==> src/omw_pkg.sv <==
// Constants, state codes and carriers for the operating mode controller.
// Assumes one 40 MHz clock; the fast oscillator rate equals that clock.

`default_nettype none

package omw_pkg;

   // ---------------------------------------------------------------
   // Timing
   // ---------------------------------------------------------------
   localparam int unsigned CLK_PERIOD_NS   = 25;
   localparam int unsigned HI_STAB_TIME_NS = 2000;
   localparam int unsigned HI_STAB_CYCLES  =
      (HI_STAB_TIME_NS + CLK_PERIOD_NS - 1) / CLK_PERIOD_NS;
   localparam int          STAB_W          = 8;

   // ---------------------------------------------------------------
   // Field widths and codes
   // ---------------------------------------------------------------
   localparam int          PORTA_W   = 8;
   localparam int          INT_W     = 4;
   localparam int          DIV_W     = 6;
   localparam int          HI_INT    = 0;
   localparam int          HI_EXT    = 1;
   localparam logic [2:0]  SEL_SUB   = 3'h7;
   localparam logic [2:0]  SEL_FH    = 3'h0;
   localparam logic [DIV_W-1:0] DIV_ONE = 6'h01;

   // ---------------------------------------------------------------
   // Types
   // ---------------------------------------------------------------
   typedef enum logic [3:0] {
      st_fast,
      st_slow_wait,
      st_slow,
      st_fast_wait,
      st_sleep,
      st_idle_sub_only,
      st_idle_both_clocks,
      st_idle_fast_only,
      st_wake
   } omw_state_e;

   typedef enum logic [1:0] {
      wk_porta,
      wk_int,
      wk_wdt
   } omw_wake_kind_e;

   typedef struct packed {
      logic ext_hi;
      logic int_hi;
      logic ext_lo;
      logic int_lo;
   } omw_osc_rdy_s;

   typedef struct packed {
      logic resume;
      logic int_service;
      logic pc_sp_reset;
   } omw_wake_s;

endpackage : omw_pkg

`default_nettype wire

==> src/omw_mode_ctrl.sv <==
// Operating mode controller: fast/slow clock choice, halt modes, wake-up.
// Assumes oscillator ready levels, the sub clock and Port A come from
// outside the clock domain; halt, interrupt and watchdog come from logic
// on clk_in.

`timescale 1ns/100ps
`default_nettype none

module omw_mode_ctrl (
   input  wire logic                          clk_in,
   input  wire logic                          sys_rst_in,
   input  wire logic [2:0]                    sys_clk_select_in,
   input  wire logic                          hi_osc_sel_in,
   input  wire logic                          lo_osc_source_sel_in,
   input  wire logic                          hi_osc_halt_keep_in,
   input  wire logic                          lo_osc_halt_keep_in,
   input  wire logic                          int_hi_osc_ctrl_in,
   input  wire logic [1:0]                    int_hi_freq_sel_in,
   input  wire logic                          ext_hi_osc_ctrl_in,
   input  wire omw_pkg::omw_osc_rdy_s         osc_ready_in,
   input  wire logic                          sub_clk_in,
   input  wire logic                          halt_in,
   input  wire logic                          clr_wdt_in,
   input  wire logic                          wdt_enable_in,
   input  wire logic                          wdt_overflow_in,
   input  wire logic [omw_pkg::PORTA_W-1:0]   porta_in,
   input  wire logic [omw_pkg::PORTA_W-1:0]   porta_wake_enable_in,
   input  wire logic [omw_pkg::INT_W-1:0]     int_req_in,
   input  wire logic                          int_enable_in,
   input  wire logic                          stack_full_in,
   output var  logic                          sys_tick_out,
   output var  logic                          slow_mode_out,
   output var  logic                          cpu_run_out,
   output var  logic                          hi_osc_run_out,
   output var  logic                          lo_osc_run_out,
   output var  logic                          wdt_clear_out,
   output var  logic                          wdt_run_out,
   output var  logic                          power_down_flag_out,
   output var  logic                          wdt_timeout_flag_out,
   output var  logic                          ext_hi_osc_stable_out,
   output var  logic                          int_hi_osc_stable_out,
   output var  omw_pkg::omw_wake_s            wake_out
);

   // ---------------------------------------------------------------
   // Decoders
   // ---------------------------------------------------------------
   function automatic omw_pkg::omw_state_e halt_target(
      input logic hk, input logic lk);
      unique case ({hk, lk})
         2'b00: halt_target = omw_pkg::st_sleep;
         2'b01: halt_target = omw_pkg::st_idle_sub_only;
         2'b11: halt_target = omw_pkg::st_idle_both_clocks;
         2'b10: halt_target = omw_pkg::st_idle_fast_only;
      endcase
   endfunction : halt_target

   function automatic logic is_running(input omw_pkg::omw_state_e s);
      is_running = (s == omw_pkg::st_fast) || (s == omw_pkg::st_slow) ||
                   (s == omw_pkg::st_slow_wait) ||
                   (s == omw_pkg::st_fast_wait);
   endfunction : is_running

   function automatic logic is_halted(input omw_pkg::omw_state_e s);
      is_halted = (s == omw_pkg::st_sleep) ||
                  (s == omw_pkg::st_idle_sub_only) ||
                  (s == omw_pkg::st_idle_both_clocks) ||
                  (s == omw_pkg::st_idle_fast_only);
   endfunction : is_halted

   function automatic logic hi_runs(input omw_pkg::omw_state_e s,
                                    input logic to_slow);
      hi_runs = (s == omw_pkg::st_fast) || (s == omw_pkg::st_slow_wait) ||
                (s == omw_pkg::st_fast_wait) ||
                (s == omw_pkg::st_idle_both_clocks) ||
                (s == omw_pkg::st_idle_fast_only) ||
                ((s == omw_pkg::st_wake) && !to_slow);
   endfunction : hi_runs

   function automatic logic lo_runs(input omw_pkg::omw_state_e s);
      lo_runs = (s != omw_pkg::st_sleep) &&
                (s != omw_pkg::st_idle_fast_only);
   endfunction : lo_runs

   // ---------------------------------------------------------------
   // Synchronisers
   // ---------------------------------------------------------------
   omw_pkg::omw_osc_rdy_s         rdy_meta;
   omw_pkg::omw_osc_rdy_s         rdy_sync;
   logic                          sub_meta;
   logic                          sub_sync;
   logic                          sub_prev;
   logic [omw_pkg::PORTA_W-1:0]   pa_meta;
   logic [omw_pkg::PORTA_W-1:0]   pa_sync;
   logic [omw_pkg::PORTA_W-1:0]   pa_prev;

   always_ff @(posedge clk_in or posedge sys_rst_in) begin
      if (sys_rst_in) begin
         rdy_meta <= '0;
         rdy_sync <= '0;
         sub_meta <= 1'b0;
         sub_sync <= 1'b0;
         sub_prev <= 1'b0;
         pa_meta  <= '1;
         pa_sync  <= '1;
         pa_prev  <= '1;
      end else begin
         rdy_meta <= osc_ready_in;
         rdy_sync <= rdy_meta;
         sub_meta <= sub_clk_in;
         sub_sync <= sub_meta;
         sub_prev <= sub_sync;
         pa_meta  <= porta_in;
         pa_sync  <= pa_meta;
         pa_prev  <= pa_sync;
      end
   end

   // ---------------------------------------------------------------
   // Mode state
   // ---------------------------------------------------------------
   omw_pkg::omw_state_e           state;
   omw_pkg::omw_state_e           next_state;
   omw_pkg::omw_wake_kind_e       wake_kind;
   logic                          to_slow;
   logic [omw_pkg::INT_W-1:0]     int_at_entry;
   logic [omw_pkg::PORTA_W-1:0]   pa_fall;
   logic [1:0]                    hi_stab;
   logic                          hi_ok;
   logic                          lo_ok;
   logic                          want_sub;
   logic                          halt_now;
   logic                          wake_pa;
   logic                          wake_int;
   logic                          wake_any;

   genvar p;
   generate
      for (p = 0; p < omw_pkg::PORTA_W; p++) begin : g_pa
         assign pa_fall[p] = pa_prev[p] & ~pa_sync[p] &
                             porta_wake_enable_in[p];
      end
   endgenerate

   assign want_sub = (sys_clk_select_in == omw_pkg::SEL_SUB);
   assign hi_ok    = hi_stab[hi_osc_sel_in];
   assign lo_ok    = lo_osc_source_sel_in ? rdy_sync.ext_lo
                                          : rdy_sync.int_lo;
   assign halt_now = halt_in && is_running(state);
   assign wake_pa  = |pa_fall;
   // Requests pending at entry are masked so they cannot wake.
   assign wake_int = |(int_req_in & ~int_at_entry);
   assign wake_any = is_halted(state) &&
                     (wake_pa || wake_int || wdt_overflow_in);

   always_comb begin
      next_state = state;
      if (halt_now) begin
         next_state = halt_target(hi_osc_halt_keep_in,
                                  lo_osc_halt_keep_in);
      end else begin
         unique case (state)
            omw_pkg::st_fast: begin
               if (want_sub) next_state = omw_pkg::st_slow_wait;
            end
            omw_pkg::st_slow_wait: begin
               if (!want_sub) next_state = omw_pkg::st_fast;
               else if (lo_ok) next_state = omw_pkg::st_slow;
            end
            omw_pkg::st_slow: begin
               if (!want_sub) next_state = omw_pkg::st_fast_wait;
            end
            omw_pkg::st_fast_wait: begin
               if (want_sub) next_state = omw_pkg::st_slow;
               else if (hi_ok) next_state = omw_pkg::st_fast;
            end
            omw_pkg::st_sleep,
            omw_pkg::st_idle_sub_only,
            omw_pkg::st_idle_both_clocks,
            omw_pkg::st_idle_fast_only: begin
               if (wake_any) next_state = omw_pkg::st_wake;
            end
            omw_pkg::st_wake: begin
               if (to_slow ? lo_ok : hi_ok) begin
                  next_state = to_slow ? omw_pkg::st_slow
                                       : omw_pkg::st_fast;
               end
            end
            default: next_state = omw_pkg::st_fast;
         endcase
      end
   end

   always_ff @(posedge clk_in or posedge sys_rst_in) begin
      if (sys_rst_in) begin
         state <= omw_pkg::st_fast;
      end else begin
         state <= next_state;
      end
   end

   // The wake source and the clock to return to are kept across halt.
   always_ff @(posedge clk_in or posedge sys_rst_in) begin
      if (sys_rst_in) begin
         to_slow      <= 1'b0;
         int_at_entry <= '0;
         wake_kind    <= omw_pkg::wk_porta;
      end else begin
         if (halt_now) begin
            to_slow      <= (state == omw_pkg::st_slow) ||
                            (state == omw_pkg::st_fast_wait);
            int_at_entry <= int_req_in;
         end
         if (wake_any) begin
            if (wdt_overflow_in) wake_kind <= omw_pkg::wk_wdt;
            else if (wake_int) wake_kind <= omw_pkg::wk_int;
            else wake_kind <= omw_pkg::wk_porta;
         end
      end
   end

   // ---------------------------------------------------------------
   // Fast oscillator stability
   // ---------------------------------------------------------------
   logic [1:0]  osc_on;
   logic [1:0]  osc_on_q;
   logic [1:0]  hi_restart;
   logic [1:0]  hi_mode_run;
   logic [1:0]  freq_q;

   assign hi_mode_run[omw_pkg::HI_INT] =
      hi_runs(state, to_slow) && !hi_osc_sel_in;
   assign hi_mode_run[omw_pkg::HI_EXT] =
      hi_runs(state, to_slow) && hi_osc_sel_in;
   assign osc_on[omw_pkg::HI_INT] = int_hi_osc_ctrl_in ||
                                    hi_mode_run[omw_pkg::HI_INT];
   assign osc_on[omw_pkg::HI_EXT] = ext_hi_osc_ctrl_in ||
                                    hi_mode_run[omw_pkg::HI_EXT];
   assign hi_restart[omw_pkg::HI_INT] =
      (osc_on[omw_pkg::HI_INT] && !osc_on_q[omw_pkg::HI_INT]) ||
      (int_hi_freq_sel_in != freq_q);
   assign hi_restart[omw_pkg::HI_EXT] =
      osc_on[omw_pkg::HI_EXT] && !osc_on_q[omw_pkg::HI_EXT];

   always_ff @(posedge clk_in or posedge sys_rst_in) begin
      if (sys_rst_in) begin
         osc_on_q <= '0;
         freq_q   <= '0;
      end else begin
         osc_on_q <= osc_on;
         freq_q   <= int_hi_freq_sel_in;
      end
   end

   genvar h;
   generate
      for (h = 0; h < 2; h++) begin : g_hi
         logic [omw_pkg::STAB_W-1:0] cnt;
         logic                       rdy;
         assign rdy = (h == omw_pkg::HI_EXT) ? rdy_sync.ext_hi
                                             : rdy_sync.int_hi;
         // The count guards against a ready level left over from
         // before the restart.
         always_ff @(posedge clk_in or posedge sys_rst_in) begin
            if (sys_rst_in) begin
               cnt        <= '0;
               hi_stab[h] <= 1'b0;
            end else if (!osc_on[h] || hi_restart[h] || !rdy) begin
               cnt        <= '0;
               hi_stab[h] <= 1'b0;
            end else if (cnt == omw_pkg::STAB_W'(omw_pkg::HI_STAB_CYCLES)) begin
               hi_stab[h] <= 1'b1;
            end else begin
               cnt <= cnt + 1'b1;
            end
         end
      end
   endgenerate

   assign ext_hi_osc_stable_out = hi_stab[omw_pkg::HI_EXT];
   assign int_hi_osc_stable_out = hi_stab[omw_pkg::HI_INT];

   // ---------------------------------------------------------------
   // System clock enable
   // ---------------------------------------------------------------
   logic [omw_pkg::DIV_W-1:0] div_cnt;
   logic [omw_pkg::DIV_W-1:0] div_mask;
   logic                      fh_tick;
   logic                      use_sub;

   assign div_mask = omw_pkg::DIV_W'((omw_pkg::DIV_ONE
                     << sys_clk_select_in) - omw_pkg::DIV_ONE);
   assign fh_tick  = (div_cnt & div_mask) == div_mask;
   assign use_sub  = (next_state == omw_pkg::st_slow) ||
                     (next_state == omw_pkg::st_fast_wait);

   always_ff @(posedge clk_in or posedge sys_rst_in) begin
      if (sys_rst_in) begin
         div_cnt      <= '0;
         sys_tick_out <= 1'b0;
      end else begin
         div_cnt <= div_cnt + 1'b1;
         // No tick while halted keeps program and ports frozen.
         if (!is_running(next_state)) sys_tick_out <= 1'b0;
         else if (use_sub) sys_tick_out <= sub_sync && !sub_prev;
         else sys_tick_out <= fh_tick;
      end
   end

   // ---------------------------------------------------------------
   // Mode outputs
   // ---------------------------------------------------------------
   always_ff @(posedge clk_in or posedge sys_rst_in) begin
      if (sys_rst_in) begin
         slow_mode_out  <= 1'b0;
         cpu_run_out    <= 1'b1;
         hi_osc_run_out <= 1'b1;
         lo_osc_run_out <= 1'b1;
      end else begin
         slow_mode_out  <= use_sub;
         cpu_run_out    <= is_running(next_state);
         hi_osc_run_out <= hi_runs(next_state, to_slow || (halt_now &&
                           state == omw_pkg::st_slow));
         lo_osc_run_out <= lo_runs(next_state);
      end
   end

   // ---------------------------------------------------------------
   // Watchdog handshake and status flags
   // ---------------------------------------------------------------
   always_ff @(posedge clk_in or posedge sys_rst_in) begin
      if (sys_rst_in) begin
         wdt_clear_out <= 1'b0;
         wdt_run_out   <= 1'b0;
      end else begin
         wdt_clear_out <= halt_now || clr_wdt_in;
         wdt_run_out   <= wdt_enable_in;
      end
   end

   // Set beats clear when both arrive in one cycle.
   always_ff @(posedge clk_in or posedge sys_rst_in) begin
      if (sys_rst_in) begin
         power_down_flag_out  <= 1'b0;
         wdt_timeout_flag_out <= 1'b0;
      end else begin
         if (halt_now) power_down_flag_out <= 1'b1;
         else if (clr_wdt_in) power_down_flag_out <= 1'b0;
         if (wdt_overflow_in) wdt_timeout_flag_out <= 1'b1;
         else if (halt_now) wdt_timeout_flag_out <= 1'b0;
      end
   end

   // ---------------------------------------------------------------
   // Wake response
   // ---------------------------------------------------------------
   logic wake_done;
   assign wake_done = (state == omw_pkg::st_wake) &&
                      (next_state != omw_pkg::st_wake);

   always_ff @(posedge clk_in or posedge sys_rst_in) begin
      if (sys_rst_in) begin
         wake_out <= '0;
      end else begin
         wake_out <= '0;
         if (wake_done) begin
            unique case (wake_kind)
               omw_pkg::wk_wdt: wake_out.pc_sp_reset <= 1'b1;
               omw_pkg::wk_int: begin
                  if (int_enable_in && !stack_full_in)
                     wake_out.int_service <= 1'b1;
                  else
                     wake_out.resume <= 1'b1;
               end
               omw_pkg::wk_porta: wake_out.resume <= 1'b1;
               default: wake_out.resume <= 1'b1;
            endcase
         end
      end
   end

   // ---------------------------------------------------------------
   // Checks
   // ---------------------------------------------------------------
   chk_slow_switch: assert property (@(posedge clk_in) disable iff (sys_rst_in)
      state == omw_pkg::st_slow_wait && want_sub && lo_ok && !halt_in
      |=> state == omw_pkg::st_slow && slow_mode_out)
      else $error("slow switch did not complete");

   chk_sleep_entry: assert property (@(posedge clk_in) disable iff (sys_rst_in)
      halt_now && !hi_osc_halt_keep_in && !lo_osc_halt_keep_in
      |=> !hi_osc_run_out && !lo_osc_run_out && !cpu_run_out)
      else $error("sleep entry left a clock running");

   chk_idle_sub: assert property (@(posedge clk_in) disable iff (sys_rst_in)
      halt_now && !hi_osc_halt_keep_in && lo_osc_halt_keep_in
      |=> !hi_osc_run_out && lo_osc_run_out)
      else $error("idle with sub clock entered wrongly");

   chk_idle_both: assert property (@(posedge clk_in) disable iff (sys_rst_in)
      halt_now && hi_osc_halt_keep_in && lo_osc_halt_keep_in
      |=> hi_osc_run_out && lo_osc_run_out && !cpu_run_out)
      else $error("idle with both clocks entered wrongly");

   chk_idle_fast: assert property (@(posedge clk_in) disable iff (sys_rst_in)
      halt_now && hi_osc_halt_keep_in && !lo_osc_halt_keep_in
      |=> hi_osc_run_out && !lo_osc_run_out)
      else $error("idle with fast clock entered wrongly");

   chk_halt_flags: assert property (@(posedge clk_in) disable iff (sys_rst_in)
      halt_now && !wdt_overflow_in
      |=> power_down_flag_out && !wdt_timeout_flag_out && wdt_clear_out)
      else $error("halt flags wrong");

   chk_pdf_clear: assert property (@(posedge clk_in) disable iff (sys_rst_in)
      clr_wdt_in && !halt_now |=> !power_down_flag_out)
      else $error("power-down flag not cleared");

   chk_stale_int: assert property (@(posedge clk_in) disable iff (sys_rst_in)
      is_halted(state) && !wake_pa && !wdt_overflow_in &&
      ((int_req_in & ~int_at_entry) == '0) |=> $stable(state))
      else $error("stale interrupt woke the device");

   chk_wake_hold: assert property (@(posedge clk_in) disable iff (sys_rst_in)
      state == omw_pkg::st_wake && !(to_slow ? lo_ok : hi_ok)
      |=> !cpu_run_out && !sys_tick_out)
      else $error("resumed before oscillator stable");

   chk_div_gap: assert property (@(posedge clk_in) disable iff (sys_rst_in)
      state == omw_pkg::st_fast && $stable(state) && sys_tick_out &&
      sys_clk_select_in != omw_pkg::SEL_FH &&
      $stable(sys_clk_select_in) |=> !sys_tick_out)
      else $error("divided clock ticked too often");

   chk_int_restart: assert property (@(posedge clk_in) disable iff (sys_rst_in)
      hi_restart[omw_pkg::HI_INT] |=> !int_hi_osc_stable_out)
      else $error("stable flag not cleared on restart");

endmodule : omw_mode_ctrl

`default_nettype wire

==> config.mk <==
export PLATFORM = sky130hd
export DESIGN_NAME = omw_mode_ctrl
export DESIGN_NICKNAME = d
export VERILOG_FILES = /design/src/omw_pkg.sv /design/src/omw_mode_ctrl.sv
export SDC_FILE = /design/constraint.sdc
export NUM_CORES = 1
export LEC_CHECK = 0
export BUFFER_PORTS_ARGS = -buffer_cell sky130_fd_sc_hd__buf_2
export CAP_MARGIN = 20
export CORE_MARGIN = 5
export CORE_UTILIZATION = 42
export CTS_CLUSTER_DIAMETER = 50
export DETAILED_ROUTE_END_ITERATION = 7
export PLACE_DENSITY = 0.71
export SYNTH_ARGS = -nofsm -noshare
export SYNTH_HDL_FRONTEND = slang
export SYNTH_SLANG_ARGS = --single-unit
==> constraint.sdc <==
create_clock -name clk_in -period 4 [get_ports clk_in]
set_clock_uncertainty 0.2 [all_clocks]
set_input_delay 0.8 -clock clk_in [delete_from_list [all_inputs] [get_ports clk_in]]
set_output_delay 0.8 -clock clk_in [all_outputs]
set_load 0.005 [all_outputs]
Word level (Yosys, flattened, before mapping)
Cells that the tools add are included.
Widths: inputs -> output; s select.
{ "totals": {"register_bits": 86, "input_bits": 44, "output_inout_bits": 14, "word_cells": 203} }
{ "classes": {"addsub": 4, "order_cmp": 1, "n_eq_ne": 29, "shift": 1, "muxes": 38, "bitwise_logic": 27, "reduce_logical": 66} }
{ "op_table": {"columns": ["cell", "n"], "rows": [
  ["$mux 4", 9],
  ["$logic_or 1x1->1", 32],
  ["$mux 8", 4],
  ["$eq 4x3->1 const B", 6],
  ["$pmux 4 s6", 1],
  ["$mux 1", 19],
  ["$add 8x1->8 const B", 2],
  ["$and 1x1->1", 16],
  ["$eq 4x2->1 const B", 4],
  ["$eq 8x7->1 const B", 2],
  ["$pmux 4 s4", 1],
  ["$logic_and 1x1->1", 13],
  ["$logic_not 1->1", 11],
  ["$eq 4x1->1 const B", 2],
  ["$eq 4x4->1 const B", 2],
  ["$logic_not 4->1", 2],
  ["$ne 4x3->1 const B", 2],
  ["$not 1->1", 8],
  ["$reduce_bool 2->1", 4],
  ["$reduce_or 4->1", 2],
  ["$reduce_or 8->1", 1],
  ["$add 6x1->6 const B", 1],
  ["$and 6x6->6", 1],
  ["$eq 2x2->1 const B", 3],
  ["15 further kinds", 18]
]} }

Logic depth before layout (Yosys ltp)
Gate-level depths: netlist of the first run.
{ "logic_depth": {"ltp_word": 16, "mapped_depth": 9} }

Worst setup path after synthesis of the first run
Ideal clock, no wire load.
{ "synth_timing": {"path_kind": "input-to-reg", "start": "in hi_osc_sel_in", "end": "reg sys_tick_out", "setup_time_ns": 0.078, "arrival_ns": 2.180, "t_required_ns": 3.722, "slack_ns": 1.542, "stages": 6, "path_cell_list": "mux2_4 o31a_1 a221oi_4 a211oi_2 or3b_1 a21boi_1"} }
{ "synth_between": {"word_cells_on_any_way": 18} }
{ "synth_rtl": {"columns": ["item", "line_no", "text"], "rows": [
  ["from (decl)", "omw_mode_ctrl.sv:13", "input wire logic hi_osc_sel_in,"],
  ["$mux 1 (implied by the code) (*) (2 in series)", "omw_mode_ctrl.sv:146", "assign hi_ok = hi_stab[hi_osc_sel_in];"],
  ["$mux 1 / $mux 4 (equally long branches)", "omw_mode_ctrl.sv:184, omw_mode_ctrl.sv:175", null],
  ["$mux 4 (on tied branches)", "omw_mode_ctrl.sv:184, omw_mode_ctrl.sv:174", null],
  ["$pmux 4 s6 (*)", "omw_mode_ctrl.sv:162", "unique case (state)"],
  ["$mux 4 (*)", "omw_mode_ctrl.sv:158", "if (halt_now) begin"],
  ["$eq 4x2->1 (on tied branches)", "omw_mode_ctrl.sv:294, omw_mode_ctrl.sv:295", null],
  ["$logic_or 1x1->1 (*)", "omw_mode_ctrl.sv:294", "assign use_sub = (next_state == omw_pkg::st_slow) ||"],
  ["via use_sub", "omw_mode_ctrl.sv:289", "logic use_sub;"],
  ["$mux 1 (*)", "omw_mode_ctrl.sv:305", "else if (use_sub) sys_tick_out <= sub_sync && !sub_prev;"],
  ["$mux 1 (*)", "omw_mode_ctrl.sv:304", "if (!is_running(next_state)) sys_tick_out <= 1'b0;"],
  ["to (signal assigned)", "omw_mode_ctrl.sv:305", null],
  ["to (signal assigned)", "omw_mode_ctrl.sv:306", "else sys_tick_out <= fh_tick;"],
  ["to (decl)", "omw_mode_ctrl.sv:31", "output var logic sys_tick_out,"]
]} }
Mark *: on every way through the listed nets, which the timed path passes. The rest lies on a longest branch. The select of a mux whose other input is x is not followed.
A chain may end at the register's enable or synchronous reset.

Worst setup path after layout of the first run
Ends and elaborated chain as after synthesis.

==> results.ini, run 1 <==
[power]
power_mw=2.225
ir_drop_uv=292.5
p_leak_nw=1.912
power_density_mw_per_mm2=538.1

[clock_tree]
clk_pin_slew_ps=80
cts_buffer_depth=2
cts_resized=0
htree_levels=3
cts_tree=done
cts_inserted_buffers=9
clock_sinks=86
cts.hold.buffers_added=0
root_buffer=clkbuf_8
post_cts_buffers=0
clk_latency_ps=350

[placed_design]
dp_hpwl_um=4707
port_buffers=57
place_congestion=0.8273

[worst_setup_path]
critPathRequiredTime_ps=4080
ff2ff_setup_slack_ps=1730
critical_path.startpoint=hi_osc_sel_in
rr_startpoint=pa_sync[7]$_DFF_PP1_
cp-endpoint=sys_tick_out$_DFF_PP0_
critical_path.max_fanout=4
crit_arrival_ps=2430
critPathLaunchType=input port
r2r_cells=5
end_kind=flip-flop
crit_type=input port to flip-flop
timing.rr.end=sys_tick_out$_DFF_PP0_

[cells_and_area]
num_antenna_cells=0
drive_above_1_share_pct=29.65
multi_input_comb_area_mm2=0.001166
fill_cells=705
finalNetCount=418
area_delta_synth_final_pct=19.54
seq_area_mm2=0.002186

[timing]
slew-limit-headroom_pct=38.17
clock.fmax_mhz=425.8
hold_slack_ps=143.8
rsz0062_at_grt=false
period_share_pct=58.72
setup_tns_ps=0
setup-violations-final=0
maxSlewViolCount=0
period_minus_slack_ps=2349
tightest_slew_ps=914.6
hold_violations=0

[logic_synthesis]
synth-edff-count=0
synth_compound_area_share_pct=8.032
yosys.area_share.simple_pct=16.32
syn_area_mm2=0.003458
synth_top_area_share_pct=42.69
synth_top_family_by_area=simple AND/OR/NAND/NOR gates
synth_async_sr_flop_share_pct=100.0
ys_ff_latch=86
synth_fa_ha_area_share_pct=2.894
synth_top_area_cell=dfrtp_1
yosysSeqAreaShare_pct=63.21
synthMuxAreaShare_pct=1.664
synth_warnings=0
synth_cells=301
synth-xor-area-share_pct=4.812
avgSynthCellArea_um2=11.49
synth_ff_type=dfrtp_1
syn_nets=353
synth_area_leaders=dfrtp_1 43%, dfstp_2 21%, nand2_1 3.9%
synth_cell_types=51

[global_routing]
antenna_found_initial=0
globalRouteTotalUtil_pct=14.26
grt_pass1_wl_um=11320
grt_overflow=0
grt_pass1_vias=2458
grt_max_degree=32

[die]
dieArea_mm2=0.01015
coreArea_mm2=0.008134
io_pins=58
die_y_um=100.7
die_width_um=100.7
start_util_pct=42.52
std_cell_rows=33

[run_status]
status=complete, no violations

[drt]
vias=2326
drt_iter0_drc=70
drt_wl_total_um=6435
wl_per_cell_um=13.52
viasPerCell=4.887
first_pass_iters=4
drc=0
ant_nets=0

[job]
max_cap_violations=0

[min_path]
hold_path.class=flip-flop to flip-flop

-- layer usage --
| layer | vias to the layer above | wire length [µm] | track usage [%] |
|---|---|---|---|
| li1 | 1142 | - | - |
| met1 | 1113 | 2940 | 18.71 |
| met2 | 59 | 3002 | 22.48 |
| met3 | 12 | 350 | 3.391 |
| met4 | 0 | 141 | 6.425 |
| met5 | - | 0 | 0 |
-- cells by family after synthesis --
logic type	count (synthesis)
AOI/OAI and AO/OA	38
DFF	86
and+or+nand+nor	119
xor gates and xnor gates	19
muxes	5
buffers and inverters	26
adders and majority gates	8
-- Yosys cell counts, types with 4 or more instances --
library cell and instances:
a21oi_1 7, and3_1 6, dfrtp_1 59, dfstp_2 27, ha_1 8, inv_1 20, nand2_1 36, nand2b_1 6
nand3_1 18, nor2_1 31, nor3_1 4, o21ai_0 5, xnor2_1 7, xor2_1 12
-- through the flow --
step / cell area (µm²) / util (%) / worst slack [ps] / std cells
after global routing: 4134 / 50.82 / 1447 / 476
after detailed placement: 3864 / 47.50 / 1295 / 460
final: 4134 / 50.82 / 1651 / 476
after floorplan: 3458 / - / 822.8 / 301
after global placement: 3864 / 47.50 / 1327 / 460
after CTS: 4134 / 50.82 / 1672 / 476
-- flip-flops by register name, indices dropped and copies added, names as in the netlist, 2 cells and up --
register      count
wake_out          3
div_cnt           6
pa_prev           8
pa_meta           8
state             4
rdy_sync          2
pa_sync           8
wake_kind         2
int_at_entry      4
freq_q            2
g_hi.cnt         16
g_hi.rdy          2
rdy_meta          4
osc_on_q          2
-- area by class of cell --
class / instances / area share [%]
clock buffer: 10 / 3.329
clock inverter: 6 / 3.208
inverter: 21 / 1.937
multi-input combinational: 189 / 28.21
sequential: 86 / 52.88
tap: 105 / 3.178
timing repair buffer: 59 / 7.264
-- worst min path at each step --
| stage | slack [ps] | end | startpoint | cells after the start |
|---|---|---|---|---|
| floorplan | 130 | g_hi[0].rdy$_DFF_PP0_ | rdy_meta[2]$_DFF_PP0_ | 0 |
| global placement | 130 | g_hi[0].rdy$_DFF_PP0_ | rdy_meta[2]$_DFF_PP0_ | 0 |
| detailed placement | 130 | rdy_sync[1]$_DFF_PP0_ | rdy_meta[1]$_DFF_PP0_ | 0 |
| CTS | 150 | rdy_sync[1]$_DFF_PP0_ | rdy_meta[1]$_DFF_PP0_ | 0 |
| global route | 150 | pa_sync[3]$_DFF_PP1_ | pa_meta[3]$_DFF_PP1_ | 0 |
| finish | 140 | rdy_sync[1]$_DFF_PP0_ | rdy_meta[1]$_DFF_PP0_ | 0 |
-- placed cells by master (no fill, tap or decap), drive strengths merged, types with 3 or more instances in the layout --
cell type / netlist / layout
nand3b: 3 / 3
a211oi: 3 / 3
o22ai: 3 / 3
nand2: 36 / 36
bufinv: 0 / 4
ha: 8 / 8
xnor2: 7 / 7
inv: 21 / 20
a21oi: 7 / 7
or3: 3 / 3
nand3: 18 / 18
nand2b: 6 / 6
and3: 6 / 6
buf: 3 / 59
mux2: 3 / 3
nor3: 4 / 4
dfrtp: 59 / 59
clkbuf: 2 / 10
nor2: 31 / 31
dfstp: 27 / 27
o21ai: 8 / 8
xor2: 12 / 12
a21o: 3 / 3
-- critical path, stage by stage --
cell and delay, ps:
buf_2 120, mux2_4 310, o31a_1 270, a221oi_4 290, a211oi_2 100, or3b_1 390, a21boi_1 140
-- where the power goes --
part	switching (mW)	internal (mW)	total [mW]
logic	0.203	0.154	0.357
registers	0.0794	0.994	1.07
clock network	0.300	0.494	0.793
total	0.582	1.64	2.22
(Power assumes the default switching activity.)
==> run 2, diff against run 1 <==
- ABC_AREA: not set -> 1
- clock period: 4 -> 2.2 ns (I/O delays scaled with it)
==> results.ini, run 2 <==
[global_routing]
globalRouteTotalUtil_pct=13.81
grt_overflow=0
use_met1_pct=16.16
grt_util_met3_pct=4.695
grt_pass1_vias=2707
grtUsageMet2_pct=23.73
grt_pass1_wl_um=11490
grt.busiest_layer=met2
grt_max_degree=38
antenna_found_initial=0

[die]
coreArea_mm2=0.008593
die_width_um=103.4
dieArea_mm2=0.01069
start_util_pct=42.63
io_pins=58
std_cell_rows=34
die_y_um=103.4

[timing]
maxSlewViolCount=0
setup_ws_ps=360.6
setup-violations-final=0
clock.fmax_mhz=543.7
period_share_pct=83.61
hold_violations=0
rsz0062_at_grt=false
setup_tns_ps=0
period_minus_slack_ps=1839
tightest_slew_ps=548.8
hold_slack_ps=27.29
slew-limit-headroom_pct=63.34

[power]
p_leak_nw=2.140
power_density_mw_per_mm2=903.9
power_mw=4.048
ir_drop_uv=477.6

[worst_setup_path]
critPathMaxStageDelay_ps=530
rr_startpoint=pa_sync[7]$_DFF_PP1_
r2r_cells=10
end_kind=flip-flop
critical_path.max_fanout=3
timing.rr.end=lo_osc_run_out$_DFF_PP1_
critPathRequiredTime_ps=2280
path_cells=nand3b_1 -> nand2_1 -> nor2_1 -> nand4_1 -> nand2_1 -> nand2_1 -> nand2_1 -> nand2_1 -> nand2_1 -> nand2_1
critPathMostFrequentCell=nand2_1
cp_slowest_cell=dfstp_2
crit_arrival_ps=1920
critPathLaunchType=flip-flop
crit_type=flip-flop to flip-flop
ff2ff_setup_slack_ps=360

[drt]
wl_per_cell_um=11.81
drt_wl_total_um=6533
first_pass_iters=4
drt_iter0_drc=71
drc=0
ant_nets=0
viasPerCell=4.620
vias=2555

[placed_design]
place_ws_ps=192.1
dp_hpwl_um=4919
port_buffers=57
place_congestion=0.8763

[logic_synthesis]
synth_warnings=0
synth_cell_types=38
synth_top_area_share_pct=40.30
synth_top_area_cell=dfrtp_1
synth_ff_type=dfrtp_1
synth_area_leaders=dfrtp_1 40%, dfstp_2 19%, nand2_1 7.5%
synth_cells=355
ys_ff_latch=86
syn_nets=407
synth_async_sr_flop_share_pct=100.0
synth_common_cells=73 x nand2_1, 59 x dfrtp_1, 42 x inv_1
synth-edff-count=0
avgSynthCellArea_um2=10.32
syn_area_mm2=0.003664
yosysSeqAreaShare_pct=59.67
synth_most_common_cell=nand2_1

[min_path]
worstHoldPathCells=1
whs_endpoint=freq_q[1]$_DFF_PP0_
hold_path.class=input port to flip-flop
holdCritStartpoint=int_hi_freq_sel_in[1]

[job]
max_cap_violations=0

[clock_tree]
cts_tree=done
post_cts_buffers=0
root_buffer=clkbuf_8
clk_pin_slew_ps=90
cts_buffer_depth=2
clock_sinks=86
clk_latency_ps=350
htree_levels=3
cts_inserted_buffers=9

[run_status]
status=complete, no violations

[cells_and_area]
final_cell_mix=73 x nand2_1, 59 x dfrtp_1, 57 x buf_2
largest-register=g_hi.cnt
num_antenna_cells=0
utilization_pct=52.11
finalNetCount=492
largest_reg_flops=16
area_delta_synth_final_pct=22.23
drive_above_1_share_pct=32.36
final_common_cell=nand2_1

## run 2: cell types whose count changed after synthesis, sizes merged, moves of 4 or more
cell | before | now
xnor2 | 7 | 3
inv | 21 | 48
a21oi | 7 | 13
nand2 | 36 | 83
o21ai | 8 | 16
nand2b | 6 | 0
and3 | 6 | 1
xor2 | 12 | 5
nor2 | 31 | 43
## run 2: cells by family after synthesis
group	synth area share, %
adders and majority gates	2.732
buffers and inverters	4.918
DFF	59.67
AOI/OAI and AO/OA	7.446
xor gates and xnor gates	1.913
and+or+nand+nor	23.33
## run 2: cell type report
type	instances	area, µm²
Clock buffer	11	141.4
Clock inverter	5	58.81
Fill cell	771	4115
Inverter	48	183.9
Multi-Input combinational cell	221	1297
Sequential cell	86	2186
Tap cell	108	135.1
Timing Repair Buffer	74	475.5
## run 2: what timing repair did
| item | CTS | global route |
|---|---|---|
| hold buffers | 15 | 0 |
| gates resized for setup | 0 | 0 |
| hold endpoints to repair | 31 | 0 |
## run 2: metal layers
layer	wire length (µm)	part of all wire (%)
met1	2769	42
met2	3274	50
met3	399	6.1
met4	89	1.4
met5	0	0
## run 2: worst max path at each step
stage / from / to / slack (ps) / depth (start not counted)
2_1_floorplan: sys_clk_select_in[0] / sys_tick_out$_DFF_PP0_ / 450 / 8
3_3_place_gp: sys_clk_select_in[0] / sys_tick_out$_DFF_PP0_ / 250 / 9
3_5_place_dp: sys_clk_select_in[0] / sys_tick_out$_DFF_PP0_ / 190 / 9
4_1_cts: pa_sync[7]$_DFF_PP1_ / lo_osc_run_out$_DFF_PP1_ / 350 / 10
5_1_grt: pa_sync[3]$_DFF_PP1_ / lo_osc_run_out$_DFF_PP1_ / 180 / 10
6_report: pa_sync[7]$_DFF_PP1_ / lo_osc_run_out$_DFF_PP1_ / 360 / 10
## run 2: metrics by stage
| stage | cells | cell area [µm²] |
|---|---|---|
| after floorplan | 355 | 3667 |
| after global placement | 522 | 4128 |
| after detailed placement | 522 | 4128 |
| after CTS | 553 | 4478 |
| after global routing | 553 | 4478 |
| final | 553 | 4478 |
## run 2: power breakdown
| group | internal, mW | switching (mW) | leakage, nW |
|---|---|---|---|
| combinational | 0.388 | 0.631 | 1.01 |
| clock | 0.556 | 0.538 | 0.0955 |
| sequential | 1.82 | 0.112 | 1.03 |
| total | 2.77 | 1.28 | 2.14 |
## run 2: worst max-delay path: cells and delay by family, from the launching register on
family	cells	cell delay (ps)
simple gates	10	1060
flops	1	530
